$ cat config.mk
export PLATFORM = sky130hd
export DESIGN_NAME = pio_port_ctrl
export DESIGN_NICKNAME = d
export VERILOG_FILES = /design/src/pio_pkg.sv /design/src/pio_sync.sv /design/src/pio_port_ctrl.sv
export VERILOG_INCLUDE_DIRS = /design/src
export SDC_FILE = /design/constraint.sdc
export NUM_CORES = 1
export LEC_CHECK = 0
export BUFFER_PORTS_ARGS = -buffer_cell sky130_fd_sc_hd__buf_2
export CORE_AREA = 2 2 291 293
export CTS_CLUSTER_SIZE = 24
export DETAILED_ROUTE_END_ITERATION = 8
export DIE_AREA = 0 0 293 295
export PLACE_DENSITY_LB_ADDON = 0.3
export SYNTH_ARGS = -nofsm -noshare
export SYNTH_HDL_FRONTEND = slang
export SYNTH_SLANG_ARGS = --single-unit
$ cat constraint.sdc
create_clock -name clock -period 37.8 [get_ports clock]
set_input_delay 0 -clock clock [delete_from_list [all_inputs] [get_ports clock]]
set_output_delay 0 -clock clock [all_outputs]
set_load 0.02 [all_outputs]
$ cat src/pio_cfg.svh
// Constants for the parallel I/O port control block
`ifndef PIO_CFG_SVH
`define PIO_CFG_SVH

// ************************************************************
// Pin population
// ************************************************************
`define PIO_NPORT        3'd7
`define PIO_NPIN         56
// Ports A-F full, port G pins 0..4 two-way, pin 5 input only
`define PIO_IMPL_MASK    56'h3f_ffff_ffff_ffff
`define PIO_BIDIR_MASK   56'h1f_ffff_ffff_ffff
`define PIO_INONLY_MASK  56'h20_0000_0000_0000
`define PIO_OUTONLY_MASK 56'h00_0000_0000_0000

// ************************************************************
// Register map (byte addresses)
// ************************************************************
`define PIO_ADDR_W       12
`define PIO_PAGE_DATA    4'h0
`define PIO_PAGE_CTRL    4'h1
`define PIO_SEL_LATCH    1'b0
`define PIO_SEL_DIR      1'b1
`define PIO_SEL_PULL     2'h0
`define PIO_SEL_SLEW     2'h1
`define PIO_SEL_DRIVE    2'h2

// ************************************************************
// Reset values
// ************************************************************
`define PIO_LATCH_RST    56'h00_0000_0000_0000
`define PIO_DIR_RST      56'h00_0000_0000_0000
`define PIO_PULL_RST     56'h00_0000_0000_0000
`define PIO_SLEW_RST     `PIO_BIDIR_MASK
`define PIO_DRIVE_RST    56'h00_0000_0000_0000

`endif

$ cat src/pio_pkg.sv
// Types for the parallel I/O port control block
`include "pio_cfg.svh"

package pio_pkg;

    typedef logic [`PIO_NPIN-1:0] pio_vec_t;

    typedef struct packed {
        pio_vec_t s1;
        pio_vec_t s2;
    } pio_sync_state_t;

    typedef struct packed {
        pio_vec_t    port_data_latch;
        pio_vec_t    pin_direction_bit;
        pio_vec_t    pin_pullup_enable_bit;
        pio_vec_t    pin_slew_enable_bit;
        pio_vec_t    pin_high_drive_bit;
        pio_vec_t    pad_out;
        pio_vec_t    pad_oe;
        pio_vec_t    pad_ie;
        pio_vec_t    pad_pullup;
        pio_vec_t    pad_slew;
        pio_vec_t    pad_high_drive;
        pio_vec_t    periph_in;
        logic [31:0] prdata;
        logic        pready;
        logic        pslverr;
    } pio_state_t;

endpackage : pio_pkg

$ cat src/pio_sync.sv
// Two-stage synchroniser for the pad input levels
`timescale 1ns/1ns

module pio_sync
    import pio_pkg::*;
(
    input  wire logic     clock,
    input  wire logic     sys_rst,
    input  wire pio_vec_t async_in,
    output pio_vec_t      sync_out
);

    pio_sync_state_t state_q;
    pio_sync_state_t state_d;

    // First stage feeds only the second stage
    always_comb begin
        state_d    = state_q;
        state_d.s1 = async_in;
        state_d.s2 = state_q.s1;
    end

    always_ff @(posedge clock or posedge sys_rst) begin
        if (sys_rst) begin
            state_q <= '0;
        end else begin
            state_q <= state_d;
        end
    end

    assign sync_out = state_q.s2;

endmodule : pio_sync

$ cat src/pio_port_ctrl.sv
// Parallel I/O port control: pin arbitration, pad control, APB registers
//
// Behaviour
// - Seven ports: 53 two-way pins and one input-only pin.
// - An enabled shared peripheral overrides general-purpose I/O on its pin.
// - Reset: peripherals off, direction input, slew on, low drive, pull-up off.
// - Direction bit gates output buffer and selects data read source.
// - Input buffer always on except analog or output-only pins.
// - Shared digital function drives output enable; direction still picks read source.
// - Analog owner: both buffers off; input-direction data reads return 0.
// - Analog function beats alternate digital function on the same pin.
// - Pull-up enable turns pull-up on; forced off while pin outputs.
// - Pull-up forced off while analog function controls the pin.
// - Per-pin slew enable applies only while the pin outputs.
// - Per-pin drive select requests high drive on the pad.
// - Pull, slew, drive registers independent, in separate register page.
// - Data writes store all latch bits; output pins drive stored level.
// - Direction 1 enables driver, reads latch; direction 0 reads pin.
// - Reset clears data latches, nothing driven.
`timescale 1ns/1ns
`include "pio_cfg.svh"

module pio_port_ctrl
    import pio_pkg::*;
(
    input  wire logic                   clock,
    input  wire logic                   sys_rst,
    input  wire logic                   psel,
    input  wire logic                   penable,
    input  wire logic                   pwrite,
    input  wire logic [`PIO_ADDR_W-1:0] paddr,
    input  wire logic [31:0]            pwdata,
    input  wire logic [3:0]             pstrb,
    output logic [31:0]                 prdata,
    output logic                        pready,
    output logic                        pslverr,
    input  wire pio_vec_t               pad_in,
    output pio_vec_t                    pad_out,
    output pio_vec_t                    pad_oe,
    output pio_vec_t                    pad_ie,
    output pio_vec_t                    pad_pullup,
    output pio_vec_t                    pad_slew,
    output pio_vec_t                    pad_high_drive,
    input  wire pio_vec_t               alt_dig_en,
    input  wire pio_vec_t               alt_dig_oe,
    input  wire pio_vec_t               alt_dig_out,
    input  wire pio_vec_t               analog_en,
    output pio_vec_t                    periph_in
);

    // ************************************************************
    // State and pad input synchroniser
    // ************************************************************
    pio_state_t state_q;
    pio_state_t state_d;
    pio_vec_t   pin_lvl;

    // Pin population masks as vectors, so each pin picks its own bit
    localparam pio_vec_t bidir_m   = `PIO_BIDIR_MASK;
    localparam pio_vec_t impl_m    = `PIO_IMPL_MASK;
    localparam pio_vec_t outonly_m = `PIO_OUTONLY_MASK;

    pio_sync u_sync (
        .clock    (clock),
        .sys_rst  (sys_rst),
        .async_in (pad_in),
        .sync_out (pin_lvl)
    );

    // ************************************************************
    // Per-pin arbitration
    // ************************************************************
    pio_vec_t oe_w;
    pio_vec_t out_w;
    pio_vec_t ie_w;
    pio_vec_t pull_w;
    pio_vec_t slew_w;
    pio_vec_t drive_w;
    pio_vec_t rd_w;

    genvar gi;
    generate
        for (gi = 0; gi < `PIO_NPIN; gi++) begin : g_pin
            logic ana;
            logic dig;
            logic two_way;
            assign two_way = bidir_m[gi];
            // Analog wins over digital sharing
            assign ana = analog_en[gi];
            assign dig = alt_dig_en[gi] & ~ana;
            assign oe_w[gi] = two_way & ~ana &
                              (dig ? alt_dig_oe[gi] : state_q.pin_direction_bit[gi]);
            assign out_w[gi] = dig ? alt_dig_out[gi] : state_q.port_data_latch[gi];
            assign ie_w[gi] = ~ana & ~outonly_m[gi] & impl_m[gi];
            assign pull_w[gi] = state_q.pin_pullup_enable_bit[gi] & ~oe_w[gi] & ~ana;
            assign slew_w[gi] = state_q.pin_slew_enable_bit[gi] & oe_w[gi];
            assign drive_w[gi] = state_q.pin_high_drive_bit[gi] & two_way;
            // Direction picks the read source even under a digital owner
            assign rd_w[gi] = state_q.pin_direction_bit[gi] ?
                              state_q.port_data_latch[gi] : (pin_lvl[gi] & ie_w[gi]);
        end
    endgenerate

    // ************************************************************
    // APB decode
    // ************************************************************
    logic [3:0] page;
    logic [2:0] port;
    logic [5:0] base;
    logic       sel_dir;
    logic [1:0] sel_ctl;
    logic       hit;
    logic       access;
    logic [7:0] wbyte;

    // Data and direction in page 0, pad controls in their own page
    always_comb begin
        page    = paddr[11:8];
        sel_dir = paddr[2];
        sel_ctl = paddr[3:2];
        port    = (page == `PIO_PAGE_DATA) ? paddr[5:3] : paddr[6:4];
        base    = {port, 3'b000};
        hit     = 1'b0;
        if (paddr[1:0] == 2'b00 && port < `PIO_NPORT) begin
            if (page == `PIO_PAGE_DATA && paddr[7:6] == 2'b00) begin
                hit = 1'b1;
            end else if (page == `PIO_PAGE_CTRL && paddr[7] == 1'b0 &&
                         sel_ctl != 2'h3) begin
                hit = 1'b1;
            end
        end
        access = psel & penable & ~state_q.pready;
        wbyte  = pwdata[7:0];
    end

    // ************************************************************
    // Next state
    // ************************************************************
    always_comb begin
        state_d         = state_q;
        state_d.pready  = 1'b0;
        state_d.pslverr = 1'b0;
        if (access) begin
            state_d.pready  = 1'b1;
            state_d.pslverr = ~hit;
            state_d.prdata  = 32'h0000_0000;
            if (hit && pwrite && pstrb[0]) begin
                if (page == `PIO_PAGE_DATA) begin
                    if (sel_dir == `PIO_SEL_LATCH) begin
                        // All bits latch regardless of direction
                        state_d.port_data_latch[base +: 8] =
                            wbyte & impl_m[base +: 8];
                    end else begin
                        state_d.pin_direction_bit[base +: 8] =
                            wbyte & bidir_m[base +: 8];
                    end
                end else begin
                    case (sel_ctl)
                        `PIO_SEL_PULL: begin
                            state_d.pin_pullup_enable_bit[base +: 8] =
                                wbyte & impl_m[base +: 8];
                        end
                        `PIO_SEL_SLEW: begin
                            state_d.pin_slew_enable_bit[base +: 8] =
                                wbyte & bidir_m[base +: 8];
                        end
                        `PIO_SEL_DRIVE: begin
                            state_d.pin_high_drive_bit[base +: 8] =
                                wbyte & bidir_m[base +: 8];
                        end
                        default: begin
                        end
                    endcase
                end
            end else if (hit && !pwrite) begin
                if (page == `PIO_PAGE_DATA) begin
                    state_d.prdata[7:0] = (sel_dir == `PIO_SEL_LATCH) ?
                        rd_w[base +: 8] : state_q.pin_direction_bit[base +: 8];
                end else begin
                    case (sel_ctl)
                        `PIO_SEL_PULL:  state_d.prdata[7:0] = state_q.pin_pullup_enable_bit[base +: 8];
                        `PIO_SEL_SLEW:  state_d.prdata[7:0] = state_q.pin_slew_enable_bit[base +: 8];
                        `PIO_SEL_DRIVE: state_d.prdata[7:0] = state_q.pin_high_drive_bit[base +: 8];
                        default:        state_d.prdata[7:0] = 8'h00;
                    endcase
                end
            end
        end
        // Pad controls registered so every pin sees a glitch-free level
        state_d.pad_oe         = oe_w;
        state_d.pad_out        = out_w & oe_w;
        state_d.pad_ie         = ie_w;
        state_d.pad_pullup     = pull_w;
        state_d.pad_slew       = slew_w;
        state_d.pad_high_drive = drive_w;
        state_d.periph_in      = pin_lvl & ie_w;
    end

    // ************************************************************
    // State register
    // ************************************************************
    always_ff @(posedge clock or posedge sys_rst) begin
        if (sys_rst) begin
            state_q                       <= '0;
            state_q.port_data_latch       <= `PIO_LATCH_RST;
            state_q.pin_direction_bit     <= `PIO_DIR_RST;
            state_q.pin_pullup_enable_bit <= `PIO_PULL_RST;
            state_q.pin_slew_enable_bit   <= `PIO_SLEW_RST;
            state_q.pin_high_drive_bit    <= `PIO_DRIVE_RST;
        end else begin
            state_q <= state_d;
        end
    end

    assign prdata         = state_q.prdata;
    assign pready         = state_q.pready;
    assign pslverr        = state_q.pslverr;
    assign pad_out        = state_q.pad_out;
    assign pad_oe         = state_q.pad_oe;
    assign pad_ie         = state_q.pad_ie;
    assign pad_pullup     = state_q.pad_pullup;
    assign pad_slew       = state_q.pad_slew;
    assign pad_high_drive = state_q.pad_high_drive;
    assign periph_in      = state_q.periph_in;
endmodule : pio_port_ctrl

==> results.toml <==
[outcome]
outcome = "complete, no violations"

[logic_synthesis]
synth_warnings = 0
synth_most_common_cell = "dfrtp_1"
yosysUniqueCellTypes = 56
avgSynthCellArea_um2 = 11.68
postSynthCellCount = 2718
synth-simple-area-share_pct = 9.963
synth_mux_area_share_pct = 7.698
synth_xor_area_share_pct = 0
synth_top_area_cell = "dfrtp_1"
synth_compound_area_share_pct = 8.588
syn_area_mm2 = 0.03176
synth_top_cell_area_share_pct = 56.81
ys_ff_latch = 774
yosysSeqAreaShare_pct = 61.19
synthTopCellsByCount = "dfrtp_1, buf_4, nand2_1, o21ai_0, nor2_1"
ys.flop_type = "dfrtp_1"
synth.area.top_cells = "dfrtp_1, buf_4, dfstp_2"
synth_edf_count = 0
async_flop_share_pct = 100.0
synthAdderAreaFrac_pct = 0.2364
synth_top_family_by_area = "buffers and inverters"

[grt]
overflow = 0
grt_pass1_vias = 23360
antenna_found_initial = 7
grt_pass1_wl_um = 154500
grt_max_degree = 152
grt.total_usage_pct = 24.61

[setup_path]
cp-start-kind = "flop"
crit_path_end_kind = "flop"
crit_chain = "nand3b_1, inv_1, nand4_1, nor3_2, nand2_1, mux2_2"
arrival_ns = 4.61
crit_buf_inv = 1
critical_path.top_delay_family = "simple AND/OR/NAND/NOR gates"
worstPathRequired_ns = 38.37
crit_slowest_cell = "nor3_2"
cp_max_fo = 11
crit_type = "flop to flop"
critPathMaxStageDelay_ns = 1.00

[placed_design]
dp_hpwl_um = 75870
gp_congestion = 0.8347
io_buffers = 680
dp_cells = 4020

[power_and_ir_drop]
pwr-share-seq_pct = 45.7
sw_frac_of_total_pct = 24.95
power.internal_mw = 1.392
power_frac_comb_pct = 9.2
switchingPower_uw = 462.8
power_density_mw_per_mm2 = 46.10
p_leak_nw = 20.26
power.clock.fraction_pct = 45.1
peakVddDrop_v = 0.00002878

[floorplan]
dieArea_mm2 = 0.08644
fp.dieH_um = 295
start_util_pct = 38.19
io_pins = 759
rows = 106
die_w_um = 293
core-area_mm2 = 0.08316

[final_layout]
final_cells = 4584
seqCellArea_mm2 = 0.01943
drive_gt1_share_pct = 29.30
areaGrowthSynthToFinish_pct = 26.68
multi_input_area_mm2 = 0.008616
fill_cells = 7412
nets = 3766

[timing]
layout_min_cycle_time_ns = 4.043
grt_setup_unrepaired = "false"
slew_headroom_pct = 22.42
hold_viol = 0
worstMarginPinSlew_ns = 1.159
tns_ns = 0
finClkSkew_ns = 0.03039
fmax_ghz = 0.2473
finalCritPeriodShare_pct = 10.70
setup_viol_count_final = 0
final_max_slew_viol_count = 0

[routing]
ant_nets = 0
drtIter0Drc = 1398
dr.pass1.iters = 5
wire_per_inst_um = 23.57
drc_errors = 0
wl_um = 108000
viasPerCell = 4.919
num_vias = 22550

[clock_network]
cts_tree = "built"
cts.clk_slew.worst_paths_ns = 0.06
cts-root-buf = "clkbuf_16"
cts_buffers = 84
clock_latency_ns = 0.64
post_cts_resize_count = 0
clockBufferDepth = 3
cts.sinks = 774
h-tree-depth = 3

[hold_path]
hp-class = "input port to flop"

[flow_run]
drv_cap = 0
==> flip-flops by register name, indices dropped and copies added, names as in the netlist <==
signal and count:
drive_w 53, pad_high_drive 53, pad_ie 54, pad_oe 53, pad_out 53, pad_pullup 56
pad_slew 53, periph_in 54, prdata 8, pready 1, pslverr 1, state_q 227
u_sync.state_d 54, u_sync.sync_out 54
==> final timing paths <==
path	cells after the start	slack [ns]	from	to
worst max-delay path	6	33.76	pready$_DFF_PP0_	state_q[499]$_DFFE_PP1P_
worst min-delay path	2	0.02	pad_in[52]	u_sync.state_d[52]$_DFF_PP0_
worst max register to register	6	33.76	pready$_DFF_PP0_	state_q[499]$_DFFE_PP1P_
worst min register to register	0	0.34	u_sync.state_d[18]$_DFF_PP0_	u_sync.sync_out[18]$_DFF_PP0_
max in group asynchronous	6	34.78	sys_rst	pad_out[22]$_DFF_PP0_
min in group asynchronous	3	0.09	sys_rst	pad_out[43]$_DFF_PP0_
==> per-stage QoR <==
step           util, %  worst slack [ns]  power, mW  hold slack, ns  area [um2]
6_report         48.38             33.76      1.855         0.01652       40230
5_1_grt          48.37             33.63      1.923        0.006934       40220
4_1_cts          48.36             33.77      1.871        0.001138       40220
3_5_place_dp     40.12             33.56      1.003          0.1093       33360
3_3_place_gp     40.12             33.63      1.002          0.1083       33360
2_1_floorplan        -             16.16     0.9500         0.03143       31910
==> layout by cell type (no fill, tap or decap), types with 7 or more instances in the layout <==
cell and count:
a211oi_1 12, nor3_1 61, buf_2 679, o21a_1 11, clkbuf_8 19, dfstp_2 53, clkinv_2 9, o21ai_0 240
buf_4 28, nand3_1 47, a221oi_1 29, nand4_1 7, conb_1 40, clkbuf_16 85, a311o_1 8, clkinvlp_4 10
dfrtp_1 721, nand2_1 253, inv_1 84, dlygate4sd3_1 401, mux2_2 108, o41ai_1 24, and3_1 56, clkbuf_1 21
nor2b_1 33, mux2i_1 118, and2_1 57, a221o_1 28, o211ai_1 34, nor2_1 139
==> area by class of cell <==
class / instances / area share, %
multi-input combinational: 1371 / 21.42
clock buffer: 125 / 6.133
antenna: 6 / 0.03732
inverter: 87 / 0.8304
timing repair buffer: 1109 / 19.00
tap: 1080 / 3.359
sequential: 774 / 48.31
clock inverter: 32 / 0.9206
==> power by group through the flow <==
stage               logic (mW)  registers (mW)  clock network, mW
CTS                      0.171           0.848              0.852
floorplan               0.0871           0.863                  0
detailed placement       0.141           0.862                  0
global placement         0.140           0.862                  0
global route             0.185           0.849              0.890
finish                   0.171           0.848              0.836
==> per-layer routing <==
layer	GRT usage [%]	share of wire (%)
met3	6.352	7.0
met2	40.66	48
met4	8.455	3.3
met1	31.48	42
met5	0	0.012
==> what timing repair did <==
item | 4_1_cts | 5_1_grt
hold buffers | 401 | 0
endpoints found under the hold margin | 519 | 0
setup buffers | 0 | 0
endpoints found under the setup margin | 0 | 0
==> cell families (layout without fill, tap and decap cells) <==
kind of cell             after synthesis  count (layout)
other                                  1              46
AO/OA/AOI/OAI                        422             422
flip-flops                           774             774
adder cells (fa/ha/maj)                6               6
AND/OR/NAND/NOR                      674             674
multiplexers                         229             229
buffers and inverters                612            1353
(Power assumes the default switching activity.)
